**config.mk**
```make
export PLATFORM = sky130hd
export DESIGN_NAME = bcpwm_ctrl
export DESIGN_NICKNAME = d
export VERILOG_FILES = /design/src/hdl/bcpwm_ctrl.v
export VERILOG_INCLUDE_DIRS = /design/src /design/src/common
export SDC_FILE = /design/constraint.sdc
export NUM_CORES = 1
export LEC_CHECK = 0
export ABC_AREA = 1
export BUFFER_PORTS_ARGS = -buffer_cell sky130_fd_sc_hd__buf_2
export CAP_MARGIN = 20
export CORE_MARGIN = 1
export CORE_UTILIZATION = 55
export DETAILED_ROUTE_END_ITERATION = 10
export PLACE_DENSITY = 0.89
export RECOVER_POWER = 100
export SYNTH_ARGS = -nofsm -noshare
export SYNTH_HDL_FRONTEND = slang
export SYNTH_SLANG_ARGS = --single-unit
```
**constraint.sdc**
```tcl
create_clock -name aclk -period 3.4 [get_ports aclk]
set_clock_uncertainty 0.15 [all_clocks]
set_input_delay 0.34 -clock aclk [delete_from_list [all_inputs] [get_ports aclk]]
set_output_delay 0.34 -clock aclk [all_outputs]
set_load 0.05 [all_outputs]
```
**src/common/bcpwm_map.vh**
```
// Purpose: Register map and timing constants of the converter PWM control
// Assumes: AXI4-Lite, byte address is four times the register index
// Notes: Indices kept as printed
`ifndef BCPWM_MAP_VH
`define BCPWM_MAP_VH
`define BCPWM_IDX_PDOWN 8'h0E
`define BCPWM_IDX_PERIOD 8'h5C
`define BCPWM_IDX_SWDLY 8'h5D
`define BCPWM_IDX_PWIDTH 8'h5E
`define BCPWM_IDX_CTRL 8'h60
`define BCPWM_BIT_POWER_OFF 4
`define BCPWM_BIT_CAL 7
`define BCPWM_BIT_POL 5
`define BCPWM_BIT_TRACK 0
`define BCPWM_RST_PDOWN 8'h10
`define BCPWM_RST_PERIOD 8'hFF
`define BCPWM_RST_SWDLY 8'h00
`define BCPWM_RST_CTRL 8'h00
`define BCPWM_OFF_EXTRA 4
`define BCPWM_CAL_CYCLES 5'h10
`endif

```
**src/hdl/bcpwm_ctrl.v**
```verilog
// Purpose: PWM controller for an external buck-boost battery converter
// Assumes: aclk is the 16.384 MHz switching tick domain; inputs synchronous
// Notes: Registers over AXI4-Lite, byte address = index * 4
// Behaviour
// - Converter stays powered down while power-off bit 4 is one.
// - Switching period comes from the converter period register.
// - Switch drive output asserted for the reported pulse width each period.
// - Switch held off at least min_off_time plus four cycles per period.
// - Overload on supply monitors ends the pulse for the rest of period.
// - Assist output opposite to drive in bipolar variant, same otherwise.
// - Polarity flag read-only at switching-delay bit 5.
// - Battery sense registered each cycle as the below flag.
// - Tracking follows loop target; non-tracking floors at low battery level.
`default_nettype none
`include "bcpwm_map.vh"
module bcpwm_ctrl #(
    parameter SAME_POLARITY = 0,
    parameter DW = 8
) (
    // Clock and reset
    input wire aclk,
    input wire aresetn,
    input wire clk_en,
    // AXI4-Lite write address
    input wire [11:0] s_axi_awaddr,
    input wire s_axi_awvalid,
    output wire s_axi_awready,
    // AXI4-Lite write data
    input wire [31:0] s_axi_wdata,
    input wire [3:0] s_axi_wstrb,
    input wire s_axi_wvalid,
    output wire s_axi_wready,
    // AXI4-Lite write response
    output reg [1:0] s_axi_bresp,
    output reg s_axi_bvalid,
    input wire s_axi_bready,
    // AXI4-Lite read address
    input wire [11:0] s_axi_araddr,
    input wire s_axi_arvalid,
    output wire s_axi_arready,
    // AXI4-Lite read data
    output reg [31:0] s_axi_rdata,
    output reg [1:0] s_axi_rresp,
    output reg s_axi_rvalid,
    input wire s_axi_rready,
    // Converter sensing
    input wire battery_sense_in,
    input wire supply_monitor_high,
    input wire supply_monitor_low,
    input wire [DW-1:0] loop_target_level,
    input wire [DW-1:0] low_battery_level,
    // Switch drive
    output reg switch_drive_out,
    output reg switch_assist_out,
    output reg monitor_cal_active
);
    // ---------------------------------------------------------------
    // Register storage
    // ---------------------------------------------------------------
    reg [7:0] pdown_reg;
    reg [7:0] period_reg;
    reg [4:0] min_off_time_reg;
    reg track_reg;
    reg [7:0] pwidth_reg;
    reg [7:0] cnt_reg;
    reg [7:0] on_len_reg;
    reg [7:0] on_cnt_reg;
    reg abort_reg;
    reg [4:0] cal_cnt_reg;
    reg [DW-1:0] target_reg;
    reg below_reg;
    reg [7:0] duty_reg;
    reg aw_got_reg;
    reg w_got_reg;
    reg [11:0] aw_addr_reg;
    reg [31:0] w_data_reg;
    reg [3:0] w_strb_reg;

    function [7:0] bcpwm_idx;
        input [11:0] a;
        begin
            bcpwm_idx = a[9:2];
        end
    endfunction

    function bcpwm_hit;
        input [7:0] idx;
        begin
            bcpwm_hit = (idx == `BCPWM_IDX_PDOWN) || (idx == `BCPWM_IDX_PERIOD) ||
                (idx == `BCPWM_IDX_SWDLY) || (idx == `BCPWM_IDX_PWIDTH) || (idx == `BCPWM_IDX_CTRL);
        end
    endfunction

    wire power_off = pdown_reg[`BCPWM_BIT_POWER_OFF];
    wire overload = supply_monitor_high | supply_monitor_low;
    wire polarity_flag = (SAME_POLARITY != 0);
    wire [7:0] off_min = {3'h0, min_off_time_reg} + 8'h04;
    wire period_end = (cnt_reg == 8'h00);

    // ---------------------------------------------------------------
    // Bus write path
    // ---------------------------------------------------------------
    assign s_axi_awready = ~aw_got_reg & ~s_axi_bvalid;
    assign s_axi_wready = ~w_got_reg & ~s_axi_bvalid;
    assign s_axi_arready = ~s_axi_rvalid;
    wire do_write = aw_got_reg & w_got_reg & ~s_axi_bvalid;
    wire [7:0] widx = bcpwm_idx(aw_addr_reg);
    wire cal_write = do_write && widx == `BCPWM_IDX_SWDLY && w_strb_reg[0] && w_data_reg[`BCPWM_BIT_CAL];

    always @(posedge aclk) begin
        if (!aresetn) begin
            aw_got_reg <= 1'b0;
            w_got_reg <= 1'b0;
            aw_addr_reg <= 12'h000;
            w_data_reg <= 32'h00000000;
            w_strb_reg <= 4'h0;
            s_axi_bvalid <= 1'b0;
            s_axi_bresp <= 2'h0;
            pdown_reg <= `BCPWM_RST_PDOWN;
            period_reg <= `BCPWM_RST_PERIOD;
            min_off_time_reg <= 5'h00;
            track_reg <= 1'b0;
        end else if (clk_en) begin
            if (s_axi_awvalid && s_axi_awready) begin
                aw_got_reg <= 1'b1;
                aw_addr_reg <= s_axi_awaddr;
            end
            if (s_axi_wvalid && s_axi_wready) begin
                w_got_reg <= 1'b1;
                w_data_reg <= s_axi_wdata;
                w_strb_reg <= s_axi_wstrb;
            end
            if (do_write) begin
                aw_got_reg <= 1'b0;
                w_got_reg <= 1'b0;
                s_axi_bvalid <= 1'b1;
                s_axi_bresp <= bcpwm_hit(widx) ? 2'h0 : 2'h2;
                if (w_strb_reg[0]) begin
                    if (widx == `BCPWM_IDX_PDOWN)
                        pdown_reg <= w_data_reg[7:0];
                    if (widx == `BCPWM_IDX_PERIOD)
                        period_reg <= w_data_reg[7:0];
                    if (widx == `BCPWM_IDX_SWDLY)
                        min_off_time_reg <= w_data_reg[4:0];
                    if (widx == `BCPWM_IDX_CTRL)
                        track_reg <= w_data_reg[`BCPWM_BIT_TRACK];
                end
            end else if (s_axi_bvalid && s_axi_bready) begin
                s_axi_bvalid <= 1'b0;
            end
        end
    end

    // ---------------------------------------------------------------
    // Bus read path
    // ---------------------------------------------------------------
    wire [7:0] ridx = bcpwm_idx(s_axi_araddr);
    reg [7:0] rval;
    always @* begin
        case (ridx)
            `BCPWM_IDX_PDOWN: rval = pdown_reg;
            `BCPWM_IDX_PERIOD: rval = period_reg;
            `BCPWM_IDX_SWDLY: rval = {monitor_cal_active, 1'b0, polarity_flag, min_off_time_reg};
            `BCPWM_IDX_PWIDTH: rval = pwidth_reg;
            `BCPWM_IDX_CTRL: rval = {6'h00, below_reg, track_reg};
            default: rval = 8'h00;
        endcase
    end

    always @(posedge aclk) begin
        if (!aresetn) begin
            s_axi_rvalid <= 1'b0;
            s_axi_rdata <= 32'h00000000;
            s_axi_rresp <= 2'h0;
        end else if (clk_en) begin
            if (s_axi_arvalid && s_axi_arready) begin
                s_axi_rvalid <= 1'b1;
                s_axi_rdata <= {24'h000000, rval};
                s_axi_rresp <= bcpwm_hit(ridx) ? 2'h0 : 2'h2;
            end else if (s_axi_rvalid && s_axi_rready) begin
                s_axi_rvalid <= 1'b0;
            end
        end
    end

    // ---------------------------------------------------------------
    // Regulation and calibration
    // ---------------------------------------------------------------
    always @(posedge aclk) begin
        if (!aresetn) begin
            target_reg <= {DW{1'b0}};
            below_reg <= 1'b0;
            duty_reg <= 8'h00;
            cal_cnt_reg <= 5'h00;
            monitor_cal_active <= 1'b0;
        end else if (clk_en) begin
            // tracking or floor at low level
            if (track_reg || loop_target_level > low_battery_level)
                target_reg <= loop_target_level;
            else
                target_reg <= low_battery_level;
            below_reg <= battery_sense_in;
            if (cal_write && !power_off) begin
                monitor_cal_active <= 1'b1;
                cal_cnt_reg <= `BCPWM_CAL_CYCLES;
            end else if (cal_cnt_reg != 5'h00) begin
                cal_cnt_reg <= cal_cnt_reg - 5'h01;
            end else begin
                monitor_cal_active <= 1'b0;
            end
            if (power_off)
                duty_reg <= 8'h00;
            else if (period_end) begin
                if (below_reg && duty_reg != 8'hFF)
                    duty_reg <= duty_reg + 8'h01;
                else if (!below_reg && duty_reg != 8'h00)
                    duty_reg <= duty_reg - 8'h01;
            end
        end
    end

    // ---------------------------------------------------------------
    // PWM engine
    // ---------------------------------------------------------------
    wire [7:0] on_max = (period_reg > off_min) ? period_reg - off_min : 8'h00;
    wire [7:0] on_pick = (duty_reg > on_max) ? on_max : duty_reg;
    wire on_now = !power_off && !abort_reg && !overload && on_cnt_reg != 8'h00 && !monitor_cal_active;

    always @(posedge aclk) begin
        if (!aresetn) begin
            cnt_reg <= 8'h00;
            on_len_reg <= 8'h00;
            on_cnt_reg <= 8'h00;
            abort_reg <= 1'b0;
            pwidth_reg <= 8'h00;
            switch_drive_out <= 1'b0;
            switch_assist_out <= 1'b0;
        end else if (clk_en) begin
            if (power_off) begin
                cnt_reg <= 8'h00;
                on_cnt_reg <= 8'h00;
                on_len_reg <= 8'h00;
                abort_reg <= 1'b0;
            end else if (period_end) begin
                cnt_reg <= period_reg;
                on_cnt_reg <= on_pick;
                on_len_reg <= 8'h00;
                pwidth_reg <= on_len_reg;
                abort_reg <= 1'b0;
            end else begin
                cnt_reg <= cnt_reg - 8'h01;
                if (overload)
                    abort_reg <= 1'b1;
                if (on_now) begin
                    on_cnt_reg <= on_cnt_reg - 8'h01;
                    on_len_reg <= on_len_reg + 8'h01;
                end
            end
            // on time capped to leave off time
            switch_drive_out <= on_now & !period_end;
            // assist follows drive in same variant, inverted otherwise
            switch_assist_out <= polarity_flag ? (on_now & !period_end) : !(on_now & !period_end);
        end
    end
endmodule
`default_nettype wire

```
After elaboration in Yosys (flattened, before gate mapping)
Cells that the tools add are included.
W data, S select, Z words.

storage, ports and cells
  flip-flop bits (word level) = 107
  bits of input ports = 87
  output and inout bits = 44

operators by class
  add/subtract/negate cells = 8
  magnitude comparators = 2
  eq/ne operators = 12
  mux-type cells = 32
  bitwise gates (word level) = 11
  reduce and logical (&&, ||, !) cells = 61

operator list
  operator               count
  $mux W8                14
  $eq A8 B7 Y1 const B   8
  $pmux W8 S5            1
  $reduce_and A2 Y1      12
  $sub A8 B1 Y8 const B  3
  $add A8 B1 Y8 const B  2
  $eq A8 B4 Y1 const B   2
  $reduce_and A4 Y1      4
  $reduce_bool A8 Y1     2
  $logic_and A1 B1 Y1    15
  $mux W1                13
  $reduce_bool A2 Y1     6
  $mux W5                2
  $reduce_bool A3 Y1     3
  $gt A8 B6 Y1           1
  $gt A8 B8 Y1           1
  $logic_not A8 Y1       1
  $logic_or A1 B1 Y1     8
  $ne A8 B8 Y1 const B   1
  $sub A8 B6 Y8          1
  $logic_not A1 Y1       7
  $add A5 B3 Y6 const B  1
  $reduce_and A3 Y1      2
  $and A1 B1 Y1          5
  6 further kinds        11

Depth between registers and ports, before layout
Gate-level depths: netlist (run 1).

  depth after elaboration = 8
  gate-level depth with buffers = 23

Least setup slack after synthesis (run 1)
Ideal clock, no wire load.

  path type = reg-to-reg
  start = register min_off_time_reg[2]
  end = register on_cnt_reg[6]
  library setup time = 0.069 ns
  arrival = 2.796 ns
  required time = 3.181 ns
  slack = 0.385 ns
  stages on the path, launching flop included = 20
  clock period less this slack = 3.015 ns
  cell sequence = dfxtp_1 > ha_1 > xnor2_1 > ha_1 > nand2_1 > nor2_1 > nand2_1 > nand2_1 > nand2_2 > nor2_1 > nand2_1 > ha_1 > nand2_1 > nor2_1 > nand2_1 > a21oi_1 > nand3_1 > nand2_1 > nand2_1 > a21oi_2

between the ends
  cells in the longest elaborated chain, start to end = 7
  elaborated cells on any way between the ends = 8
  those cells by class = add/sub: 2; order compare: 2; mux: 4

RTL lines
  element                                        RTL line          RTL
  from (decl)                                    bcpwm_ctrl.v:62   reg [4:0] min_off_time_reg;
  from (signal assigned)                         bcpwm_ctrl.v:144  min_off_time_reg <= w_data_reg[4:0];
  $add A5 B3 Y6 (*)                              bcpwm_ctrl.v:97   wire [7:0] off_min = {3'h0, min_off_time_reg} + 8'h04;
  $sub A8 B6 Y8 or $gt A8 B6 Y1 (tied branches)  bcpwm_ctrl.v:225  wire [7:0] on_max = (period_reg > off_min) ? period_reg - off_min : 8'h00;
  $mux W8 (*)                                    bcpwm_ctrl.v:225
  $gt A8 B8 Y1                                   bcpwm_ctrl.v:226  wire [7:0] on_pick = (duty_reg > on_max) ? on_max : duty_reg;
  $mux W8 (*)                                    bcpwm_ctrl.v:226
  $mux W8 (*)                                    bcpwm_ctrl.v:244  end else if (period_end) begin
  $mux W8 (*)                                    bcpwm_ctrl.v:239  if (power_off) begin
  to (signal assigned)                           bcpwm_ctrl.v:246  on_cnt_reg <= on_pick;
  to (signal assigned)                           bcpwm_ctrl.v:255  on_cnt_reg <= on_cnt_reg - 8'h01;
  to (decl)                                      bcpwm_ctrl.v:67   reg [7:0] on_cnt_reg;

Mark *: on every way between the ends. The rest lies on a longest branch, timed or not.
A chain may end at the register's enable or synchronous reset.

Worst setup path after layout (run 1)
  start = register min_off_time_reg[3]
  end = register on_cnt_reg[7]

The elaborated chain is that of the path after synthesis.

==> qor.yml, run 1 <==
die_width_um: 107
crit-reg2reg-launch: "min_off_time_reg[3]"
hp-start: "s_axi_awaddr[5]"
syn_inst: 891
crit_path_cell_trace: "ha_1 -> xnor2_1 -> ha_1 -> nand2_1 -> nor2_1 -> nand2_1 -> nand2_1 -> nand2_4 -> nor2_1 -> inv_1 -> ha_1 -> nand2_1 -> inv_1 -> nand2_1 -> nand2_1 -> nand2_1 -> a21oi_1 -> buf_4 -> nand3_1 -> nand2_1 -> nand2_1 -> a21oi_2"
synth_warnings: 0
vias: 5887
maxSlewHeadroom: 0.304
avgSynthCellArea_um2: 6.85
final_core_util: 0.606
cpMaxStageDelayCell: "dfxtp_2"
p_per_area_nw_per_um2: 405
reg2regPathDepth: 22
maxClockFrequency_ghz: 0.316
synth-main-ff-cell: "dfxtp_1"
path_depth: 22
ir_drop_v: 0.000326
track_usage: 0.261
stdcell_area_um2: 6570
layout-area-overhead-vs-synth_pct: 7.71
path_buf_inv: 3
multi_input_area_um2: 3400
rsz0062_at_grt: "no"
dp_slack_ns: 0.216
insertion_delay_ns: 0.37
p_sw_mw: 0.827
wirelength_um: 14600
top_usage_layer: "met2"
cap_violations: 0
overflow: 0
arrival_ns: 3.32
synthTopCellsByCount: "nand2_1 (197), inv_1 (106), dfxtp_1 (103)"
cts-htree-levels: 3
drc: 0
required_ns: 3.56
whs_ns: 0.0584
crit_type: "reg2reg"
critPathMaxStageDelay_ns: 0.35
drt_iter0_markers: 366
ant_nets: 0
std_cell_rows: 38
critPathMaxFanout: 8
period_needed_ns: 3.16
worstSetupEndpointType: "register"
yosysTopAreaCellShare: 0.338
finalHoldViolations: 0
dp_hpwl_um: 10600
cts_tree: "yes"
cts_buffers: 9
dpl_cell_area_um2: 6380
r2r-end: "on_cnt_reg[7]"
seq_area_um2: 2060
chipHeight_um: 107
ys_seq_area_frac: 0.338
initial_core_util: 0.563
met1_usage: 0.312
layout-drive-gt1-share: 0.102
yosysMostFrequentCell: "nand2_1"
grt_use_met2: 0.468
pin_count: 131
switching_share: 0.311
ys_async_sr_fraction: 0
fin_cells: 1083
synth-seq-cells: 103
first_pass_iters: 8
hp-class: "in2reg"
placed_cells: 1066
final.setup.tns_ns: 0
gp_congestion: 0.932
routed_via_density: 5.44
netlist_area_um2: 6100
finalPower_mw: 2.66
root_buffer: "clkbuf_8"
worstMarginPinSlew_ns: 1.04
grt_pass1_vias: 5253
combPwrFrac: 0.187
netlist_top_cells_area: "dfxtp_1 (34%), nand2_1 (12%), a21oi_1 (7.5%), inv_1 (6.5%), ha_1 (5.7%)"
cp_top_family: "simple AND/OR/NAND/NOR gates"
cts.sinks: 103
port_buffers: 53
drv_slew: 0
final.setup.worst_slack_ns: 0.239
setup_viol: 0
coreArea_um2: 10800
grtUsageMet3: 0.0412
synth_edf_count: 0
diodes: 0
antenna_found_initial: 0
grt_pass1_wl_um: 23900
cpMostUsedCell: "nand2_1"
grt_max_degree: 59
synth_area_leader_cell: "dfxtp_1"
p_int_mw: 1.83
start_kind: "register"
fin_crit_sh: 0.930
seq_power_share: 0.489
p_leak_nw: 2.90
p_clk_frac: 0.324
yosys.cell_types.count: 46
die_area_um2: 11500
hold_buffers: 0
ff2ff_setup_slack_ns: 0.24
clk_path_buf_depth: 2
hold_depth: 3
fillers: 999
status: "complete, no violations"
routedWlPerCell_um: 13.4
nNetsFinal: 1055
holdPathEnd: "aw_addr_reg[5]"
clkSlewWorstSetupHoldPaths_ns: 0.10
## cells in the final DEF (no fill, tap or decap), types with 22 or more instances in the layout
| cell type | Yosys | routed |
|---|---|---|
| buf_2 | 5 | 34 |
| nand2_1 | 197 | 197 |
| a21oi_1 | 92 | 93 |
| clkbuf_1 | 11 | 22 |
| ha_1 | 28 | 27 |
| nand3_1 | 46 | 47 |
| inv_1 | 106 | 108 |
| nor3_1 | 23 | 23 |
| dfxtp_1 | 103 | 102 |
| conb_1 | 1 | 26 |
| nor2_1 | 74 | 73 |
| o21ai_0 | 64 | 64 |
## layer usage
layer  vias to the layer above  part of all wire  wire (um)
li1                       2977                 -          -
met1                      2653              0.41       6010
met2                       218              0.50       7210
met3                        39             0.066        962
met4                         0             0.026        380
met5                         -                 0          0
## cell type report
cell class,count,area share
clock inverters,6,0.0143
flip-flops and latches,103,0.314
clock buffers,10,0.0194
inverters,112,0.0647
multi-input cells,652,0.517
repair buffers,60,0.0436
well taps,140,0.0267
## power groups by stage
stage / Sequential [mW] / Clock (mW) / Combinational, mW
6_report: 1.30 / 0.863 / 0.497
5_1_grt: 1.31 / 0.916 / 0.568
4_1_cts: 1.30 / 0.870 / 0.502
3_5_place_dp: 1.33 / 0 / 0.500
3_3_place_gp: 1.33 / 0 / 0.486
2_1_floorplan: 1.34 / 0 / 0.413
## worst max path at each step
| stage | startpoint | endpoint | slack [ns] |
|---|---|---|---|
| finish | min_off_time_reg[3] | on_cnt_reg[7] | 0.24 |
| global route | min_off_time_reg[2] | on_cnt_reg[1] | 0.02 |
| CTS | min_off_time_reg[3] | on_cnt_reg[5] | 0.20 |
| detailed placement | min_off_time_reg[3] | on_cnt_reg[5] | 0.22 |
| global placement | min_off_time_reg[3] | on_cnt_reg[5] | 0.25 |
| floorplan | min_off_time_reg[2] | on_cnt_reg[6] | 0.38 |
## repair_timing
item,in CTS,in global routing
buffers inserted,0,1
gates resized for setup,0,12
setup endpoints to repair,0,8
## worst register-to-register path: stages, from the launching register on
cell	delay (ns)
dfxtp_2	0.35
ha_1	0.18
xnor2_1	0.13
ha_1	0.35
nand2_1	0.09
nor2_1	0.13
nand2_1	0.07
nand2_1	0.10
nand2_4	0.10
nor2_1	0.20
inv_1	0.07
ha_1	0.27
nand2_1	0.04
inv_1	0.06
nand2_1	0.05
nand2_1	0.05
nand2_1	0.06
a21oi_1	0.13
buf_4	0.17
nand3_1	0.09
nand2_1	0.09
nand2_1	0.07
a21oi_2	0.11
## logic make-up (layout without fill, tap and decap cells)
family          after synthesis  after routing  share of synthesized area
other cells                   1             26                   0.000615
flops                       103            103                      0.338
compound gates              199            199                      0.181
xor+xnor                      6              6                    0.00862
fa+ha+maj                    30             30                     0.0640
simple gates                391            391                      0.288
buf+inv                     161            188                      0.119
Power figures use the tool's default switching activity.
==> run 2: changes to the inputs <==
--- a/config.mk
+++ b/config.mk
@@ -6,13 +6,12 @@
 export SDC_FILE = /design/constraint.sdc
 export NUM_CORES = 1
 export LEC_CHECK = 0
-export ABC_AREA = 1
 export BUFFER_PORTS_ARGS = -buffer_cell sky130_fd_sc_hd__buf_2
 export CAP_MARGIN = 20
 export CORE_MARGIN = 1
 export CORE_UTILIZATION = 55
 export DETAILED_ROUTE_END_ITERATION = 10
-export PLACE_DENSITY = 0.89
+export PLACE_DENSITY = 0.9
 export RECOVER_POWER = 100
 export SYNTH_ARGS = -nofsm -noshare
 export SYNTH_HDL_FRONTEND = slang
==> run 2 against run 1 <==
Against the previous run: the run now ends with negative setup slack left; highest routed layer unchanged; die area is 2.7% lower; critical path depth is 7 lower; final area is 6.6% higher; critical path type unchanged; fmax is 16% lower; hold slack worse by 0.017 ns.
==> qor.yml, run 2 <==
period_needed_ns: 3.78  # was 3.16 ns
vias: 6008  # was 5,887
holdPathEnd: "w_data_reg[6]"  # was aw_addr_reg[5]
violations: "negative setup slack"
required_ns: 3.55  # was 3.56 ns
arrival_ns: 3.94  # was 3.32 ns
p_sw_mw: 0.739  # was 0.827 mW
hp-start: "s_axi_wdata[6]"  # was s_axi_awaddr[5]
port_buffers: 53  # unchanged
cap_violations: 0  # unchanged
layout_commonest_cell: "dfxtp_1"  # was nand2_1
switching_share: 0.287  # was 0.311
netlist_area_um2: 5930  # was 6100 um2
finalHoldViolations: 0  # unchanged
drt_iter0_markers: 568  # was 366
layout-area-overhead-vs-synth_pct: 18.0  # was 7.71%
finalPower_mw: 2.57  # was 2.66 mW
chipHeight_um: 106  # was 107 um
track_usage: 0.288  # was 0.261
maxSlewHeadroom: 0.497  # was 0.304
synthTopCellsByCount: "dfxtp_1 (103), nor2_1 (95), nand2_1 (68)"  # was nand2_1 (197), inv_1 (106), dfxtp_1 (103)
grt_pass1_vias: 5432  # was 5,253
fin_crit_sh: 1.11  # was 0.930
p_int_mw: 1.84  # was 1.83 mW
p_clk_frac: 0.347  # was 0.324
routedWlPerCell_um: 18.4  # was 13.4 um
gp_congestion: 0.934  # was 0.932
clkSlewWorstSetupHoldPaths_ns: 0.10  # about the same
root_buffer: "clkbuf_8"  # unchanged
hold_buffers: 0  # unchanged
diodes: 0  # unchanged
crit-reg2reg-launch: "min_off_time_reg[2]"  # was min_off_time_reg[3]
drc: 0  # unchanged
synth_warnings: 0  # unchanged
synth-main-ff-cell: "dfxtp_1"  # unchanged
cts_buffers: 9  # unchanged
cts_tree: "yes"  # unchanged
std_cell_rows: 37  # was 38
synth_edf_count: 0  # unchanged
routed_via_density: 6.34  # was 5.44
crit_path_cell_trace: "ha_4 -> xnor2_2 -> ha_4 -> a21o_1 -> a21o_1 -> or3_4 -> nor4_4 -> nor3_1 -> ha_1 -> nand4_1 -> buf_6 -> a211oi_4 -> o21ai_0 -> a2111o_1 -> a21oi_1"  # was ha_1 -> xnor2_1 -> ha_1 -> nand2_1 -> nor2_1 -> nand2_1 -> nand2_1 -> nand2_4 -> nor2_1 -> inv_1 -> ha_1 -> nand2_1 -> inv_1 -> nand2_1 -> nand2_1 -> nand2_1 -> a21oi_1 -> buf_4 -> nand3_1 -> nand2_1 -> nand2_1 -> a21oi_2
ant_nets: 0  # unchanged
yosysMostFrequentCell: "dfxtp_1"  # was nand2_1
seq_power_share: 0.500  # was 0.489
initial_core_util: 0.572  # was 0.563
synth-seq-cells: 103  # unchanged
critPathMaxFanout: 4  # was 8
fillers: 778  # was 999
antenna_found_initial: 0  # unchanged
layout-drive-gt1-share: 0.206  # was 0.102
dp_hpwl_um: 11300  # was 10,600 um
status: "finished, violations left"  # was complete, no violations
first_pass_iters: 5  # was 8
reg2regPathDepth: 15  # was 22
ff2ff_setup_slack_ns: -0.38  # was 0.24 ns
nNetsFinal: 923  # was 1,055
syn_inst: 720  # was 891
hp-class: "in2reg"  # unchanged
pin_count: 131  # unchanged
avgSynthCellArea_um2: 8.24  # was 6.85 um2
yosys.cell_types.count: 69  # was 46
p_leak_nw: 2.88  # was 2.90 nW
crit_type: "reg2reg"  # unchanged
critPathMaxStageDelay_ns: 0.37  # was 0.35 ns
setup_viol: 8  # was 0
worstSetupEndpointType: "register"  # unchanged
hold_depth: 3  # unchanged
cpMaxStageDelayCell: "a2111o_1"  # was dfxtp_2
wirelength_um: 17400  # was 14,600 um
overflow: 0  # unchanged
r2r-end: "on_cnt_reg[0]"  # was on_cnt_reg[7]
cts-htree-levels: 3  # unchanged
p_per_area_nw_per_um2: 368  # was 405 nW/um2
cts.sinks: 103  # unchanged
ir_drop_v: 0.000342  # was 0.000326 V
clk_path_buf_depth: 2  # unchanged
netlist_top_cells_area: "dfxtp_1 (35%), mux2i_1 (7.4%), nor2_1 (6.0%), ha_1 (5.9%), nand2_1 (4.3%)"  # was dfxtp_1 (34%), nand2_1 (12%), a21oi_1 (7.5%), inv_1 (6.5%), ha_1 (5.7%)
die_area_um2: 11200  # was 11,500 um2
crit_start: "min_off_time_reg[2]"  # was min_off_time_reg[3]
rsz0062_at_grt: "yes"  # was no
synth_area_leader_cell: "dfxtp_1"  # unchanged
ys_async_sr_fraction: 0  # unchanged
yosysTopAreaCellShare: 0.348  # was 0.338
drv_slew: 0  # unchanged
grt_pass1_wl_um: 25800  # was 23,900 um
ys_seq_area_frac: 0.348  # was 0.338
final_cell_mix: "dfxtp_1 (100), nor2_1 (93), nand2_1 (65)"  # was nand2_1 (197), inv_1 (108), dfxtp_1 (102)
insertion_delay_ns: 0.38  # was 0.37 ns
die_width_um: 106  # was 107 um
combPwrFrac: 0.153  # was 0.187
final.setup.worst_slack_ns: -0.383  # was 0.239 ns
coreArea_um2: 10400  # was 10,800 um2
maxClockFrequency_ghz: 0.264  # was 0.316 GHz
grt_max_degree: 50  # was 59
start_kind: "register"  # unchanged
final_core_util: 0.675  # was 0.606
worstMarginPinSlew_ns: 0.751  # was 1.04 ns
==> run 2: cell count changes in the layout (fill, tap and decap cells not counted), sizes merged, moves of 11 or more <==
cell and change:
clkbuf -19, buf +70, a22oi +24, o211ai -11
mux2i +44, o21ai -44, nand2 -136, inv -89
nand3 -28, a21oi -48
==> run 2: routing by layer <==
| metal | track usage | vias up | routed length [um] | share of wire |
|---|---|---|---|---|
| met5 | 0 | - | 0 | 0 |
| met4 | 0.132 | 0 | 748 | 0.043 |
| met3 | 0.0575 | 81 | 1610 | 0.092 |
| met2 | 0.474 | 386 | 8200 | 0.47 |
| met1 | 0.362 | 2816 | 6850 | 0.39 |
| li1 | - | 2725 | - | - |
==> run 2: what timing repair did <==
item                                   4_1_cts  5_1_grt
setup endpoints to repair                    8        9
endpoints found under the hold margin        0        0
pin swaps                                   13       13
buffers inserted                             4        5
gates resized for setup                     14       24
==> run 2: critical path, delay by kind of cell, from the launching register on <==
kind	cells	cell delay, ns
AO/OA/AOI/OAI	6	1.37
XOR/XNOR	1	0.16
adder cells (fa/ha/maj)	3	0.76
buffers and inverters	1	0.18
flip-flops	1	0.35
AND/OR/NAND/NOR	4	0.74
==> run 2: how the worst max path moves through the flow <==
stage / endpoint / slack (ns) / cells after the start
2_1_floorplan: on_cnt_reg[0] / -0.07 / 15
3_3_place_gp: on_cnt_reg[0] / -0.18 / 15
3_5_place_dp: on_cnt_reg[0] / -0.27 / 15
4_1_cts: on_cnt_reg[0] / -0.28 / 14
5_1_grt: on_cnt_reg[0] / -0.48 / 16
6_report: on_cnt_reg[0] / -0.38 / 15
==> run 2: cells by family after synthesis <==
kind of cell,share of synthesized area
other cells,0.000632
simple gates,0.223
xor+xnor,0.0192
fa+ha+maj,0.0658
compound gates,0.193
buf+inv,0.0730
mux,0.0780
flops,0.348
==> run 2: power groups by stage <==
stage	Sequential (mW)	Clock (mW)	Combinational [mW]
floorplan	1.32	0	0.316
global placement	1.31	0	0.374
detailed placement	1.31	0	0.383
CTS	1.29	0.887	0.385
global route	1.29	0.929	0.427
finish	1.29	0.893	0.393
==> run 2: layout make-up <==
| cell class | count | area (um2) | share of cell area |
|---|---|---|---|
| Multi-Input combinational cell | 558 | 3720 | 0.532 |
| Inverter | 25 | 93.8 | 0.0134 |
| Timing Repair Buffer | 109 | 713 | 0.102 |
| Tap cell | 136 | 170 | 0.0243 |
| Sequential cell | 103 | 2070 | 0.295 |
| Clock buffer | 12 | 155 | 0.0222 |
| Clock inverter | 4 | 77.6 | 0.0111 |
==> run 2: through the flow <==
stage | hold slack [ns] | cell area (um2) | setup slack [ns] | setup TNS, ns | instances
finish | 0.0417 | 7000 | -0.383 | -2.42 | 947
global route | 0.0472 | 7000 | -0.483 | -3.17 | 947
CTS | 0.0398 | 6850 | -0.284 | -1.61 | 942
detailed placement | 0.288 | 6520 | -0.270 | -1.55 | 922
global placement | 0.286 | 6520 | -0.181 | -0.940 | 922
floorplan | 0.275 | 6050 | -0.0712 | -0.114 | 745
==> run 3: changes to the inputs <==
==> constraint.sdc (replaced) <==
create_clock -name aclk -period 3.4 [get_ports aclk]
set_clock_uncertainty 0.15 [all_clocks]
set_input_delay 0.68 -clock aclk [delete_from_list [all_inputs] [get_ports aclk]]
set_output_delay 0.68 -clock aclk [all_outputs]
set_load 0.05 [all_outputs]
==> run 3 against run 2 <==
Against the previous run: critical path depth is 2 higher; register-to-register slack worse by 0.17 ns; final cell count is 0.32% higher; hold slack better by 0.27 ns; sequential power hardly changed; the run still ends with negative setup slack left; critical path type unchanged; first-iteration DRC count is 32% higher; highest routed layer unchanged; die area stayed put; fmax is 4.3% lower; critical endpoint is now on_cnt_reg[6]; largest power group unchanged.
==> qor.yml, run 3 (synthesized netlist as in run 2, its figures left out) <==
p_int_mw: 1.72  # was 1.84 mW
holdPathEnd: "abort_reg"  # was w_data_reg[6]
ff2ff_setup_slack_ns: -0.55  # was -0.38 ns
grt_max_degree: 57  # was 50
layout-drive-gt1-share: 0.192  # was 0.206
drc: 0  # unchanged
worstMarginPinSlew_ns: 0.661  # was 0.751 ns
setup_viol: 8  # unchanged
cp_top_family: "simple AND/OR/NAND/NOR gates"  # was compound AO/OA/AOI/OAI gates
overflow: 0  # unchanged
hp-class: "reg2reg"  # was in2reg
r2r-end: "on_cnt_reg[6]"  # was on_cnt_reg[0]
rsz0062_at_grt: "yes"  # unchanged
crit_path_cell_trace: "ha_4 -> xnor2_1 -> ha_1 -> a21o_1 -> a21o_1 -> or3_4 -> nor4_4 -> nor3_2 -> ha_1 -> nand4_1 -> buf_6 -> nor2_4 -> nor2b_4 -> nor3_1 -> a211oi_2 -> buf_4 -> o21a_1"  # was ha_4 -> xnor2_2 -> ha_4 -> a21o_1 -> a21o_1 -> or3_4 -> nor4_4 -> nor3_1 -> ha_1 -> nand4_1 -> buf_6 -> a211oi_4 -> o21ai_0 -> a2111o_1 -> a21oi_1
layout-area-overhead-vs-synth_pct: 16.4  # was 18.0%
std_cell_rows: 37  # unchanged
cts-htree-levels: 3  # unchanged
dp_slack_ns: -0.280  # was -0.270 ns
clk_path_buf_depth: 2  # unchanged
hold_buffers: 0  # unchanged
initial_core_util: 0.572  # unchanged
grt_pass1_vias: 5372  # was 5,432
pin_count: 131  # unchanged
p_per_area_nw_per_um2: 355  # was 368 nW/um2
nNetsFinal: 926  # was 923
antenna_found_initial: 0  # unchanged
drv_slew: 0  # unchanged
chipHeight_um: 106  # unchanged
gp_congestion: 0.945  # was 0.934
critPathMaxStageDelay_ns: 0.37  # about the same
seq_area_um2: 2060  # was 2070 um2
reg2regPathDepth: 17  # was 15
dpl_cell_area_um2: 6520  # unchanged
period_needed_ns: 3.95  # was 3.78 ns
root_buffer: "clkbuf_8"  # unchanged
p_sw_mw: 0.731  # was 0.739 mW
routedWlPerCell_um: 17.5  # was 18.4 um
dp_hpwl_um: 11000  # was 11,300 um
arrival_ns: 4.07  # was 3.94 ns
seq_power_share: 0.525  # was 0.500
maxSlewHeadroom: 0.553  # was 0.497
wirelength_um: 16700  # was 17,400 um
cpMaxStageDelayCell: "or3_4"  # was a2111o_1
clkSlewWorstSetupHoldPaths_ns: 0.10  # about the same
routed_via_density: 6.32  # was 6.34
fin_crit_sh: 1.16  # was 1.11
required_ns: 3.51  # was 3.55 ns
port_buffers: 53  # unchanged
die_width_um: 106  # unchanged
stdcell_area_um2: 6900  # was 7000 um2
status: "finished, violations left"  # unchanged
finalPower_mw: 2.45  # was 2.57 mW
cap_violations: 0  # unchanged
ir_drop_v: 0.000391  # was 0.000342 V
finalHoldViolations: 0  # unchanged
hp-start: "abort_reg"  # was s_axi_wdata[6]
violations: "negative setup slack"  # unchanged
switching_share: 0.298  # was 0.287
start_kind: "register"  # unchanged
insertion_delay_ns: 0.37  # was 0.38 ns
grt_pass1_wl_um: 25700  # was 25,800 um
combPwrFrac: 0.160  # was 0.153
cts.sinks: 103  # unchanged
final.setup.tns_ns: -3.98  # was -2.42 ns
coreArea_um2: 10400  # unchanged
hold_depth: 2  # was 3
p_leak_nw: 2.86  # was 2.88 nW
crit-reg2reg-launch: "min_off_time_reg[3]"  # was min_off_time_reg[2]
first_pass_iters: 6  # was 5
p_clk_frac: 0.315  # was 0.347
die_area_um2: 11200  # unchanged
final_cell_mix: "dfxtp_1 (101), nor2_1 (93), nand2_1 (67)"  # was dfxtp_1 (100), nor2_1 (93), nand2_1 (65)
track_usage: 0.285  # was 0.288
maxClockFrequency_ghz: 0.253  # was 0.264 GHz
worstSetupEndpointType: "register"  # unchanged
ant_nets: 0  # unchanged
diodes: 0  # unchanged
multi_input_area_um2: 3650  # was 3720 um2
final.setup.worst_slack_ns: -0.553  # was -0.383 ns
layout_commonest_cell: "dfxtp_1"  # unchanged
path_buf_inv: 2  # was 1
cts_buffers: 9  # unchanged
critPathMaxFanout: 4  # unchanged
fillers: 788  # was 778
cts_tree: "yes"  # unchanged
vias: 6004  # was 6,008
crit_type: "reg2reg"  # unchanged
drt_iter0_markers: 752  # was 568
[run 3: worst max path at each step]
| stage | startpoint | cells past startpoint | slack, ns | to |
|---|---|---|---|---|
| 4_1_cts | min_off_time_reg[3] | 16 | -0.26 | on_cnt_reg[6] |
| 3_5_place_dp | period_reg[0] | 15 | -0.28 | on_cnt_reg[0] |
| 6_report | min_off_time_reg[3] | 17 | -0.55 | on_cnt_reg[6] |
| 3_3_place_gp | period_reg[0] | 15 | -0.18 | on_cnt_reg[0] |
| 5_1_grt | min_off_time_reg[3] | 17 | -0.59 | on_cnt_reg[7] |
| 2_1_floorplan | min_off_time_reg[2] | 15 | -0.07 | on_cnt_reg[0] |
[run 3: worst reg2reg max path, stage by stage, from the launching register on]
cell and delay, ns:
dfxtp_2 0.35, ha_4 0.15, xnor2_1 0.12, ha_1 0.32, a21o_1 0.20, a21o_1 0.21, or3_4 0.37, nor4_4 0.26
nor3_2 0.09, ha_1 0.34, nand4_1 0.13, buf_6 0.17, nor2_4 0.19, nor2b_4 0.08, nor3_1 0.28, a211oi_2 0.09
buf_4 0.17, o21a_1 0.15
[run 3: through the flow]
step / utilization / hold WS [ns] / std cells
finish: 0.666 / 0.309 / 950
global route: 0.666 / 0.334 / 950
CTS: 0.655 / 0.309 / 944
detailed placement: 0.629 / 0.298 / 922
global placement: 0.629 / 0.288 / 922
floorplan: - / 0.275 / 745
[run 3: layout make-up]
class,instances,area share
Clock inverter,6,0.00979
Tap cell,136,0.0246
Multi-Input combinational cell,558,0.529
Inverter,25,0.0136
Sequential cell,103,0.299
Timing Repair Buffer,112,0.106
Clock buffer,10,0.0185
[run 3: routing by layer]
metal / vias to the layer above / track usage / part of all wire
met5: - / 0 / 0
met1: 2796 / 0.366 / 0.40
met4: 0 / 0.121 / 0.045
li1: 2736 / - / -
met3: 86 / 0.0668 / 0.10
met2: 386 / 0.457 / 0.46
[run 3: power by group through the flow]
stage	clock network, mW	registers (mW)	logic (mW)
after global routing	0.827	1.29	0.432
after global placement	0	1.31	0.375
after floorplan	0	1.32	0.316
after detailed placement	0	1.31	0.389
final	0.772	1.29	0.393
after CTS	0.776	1.29	0.390
[run 3: timing repair]
action,in CTS,in global routing
buffers inserted,6,6
resized for setup,9,14
pin swaps,6,11
endpoints found under the setup margin,8,8
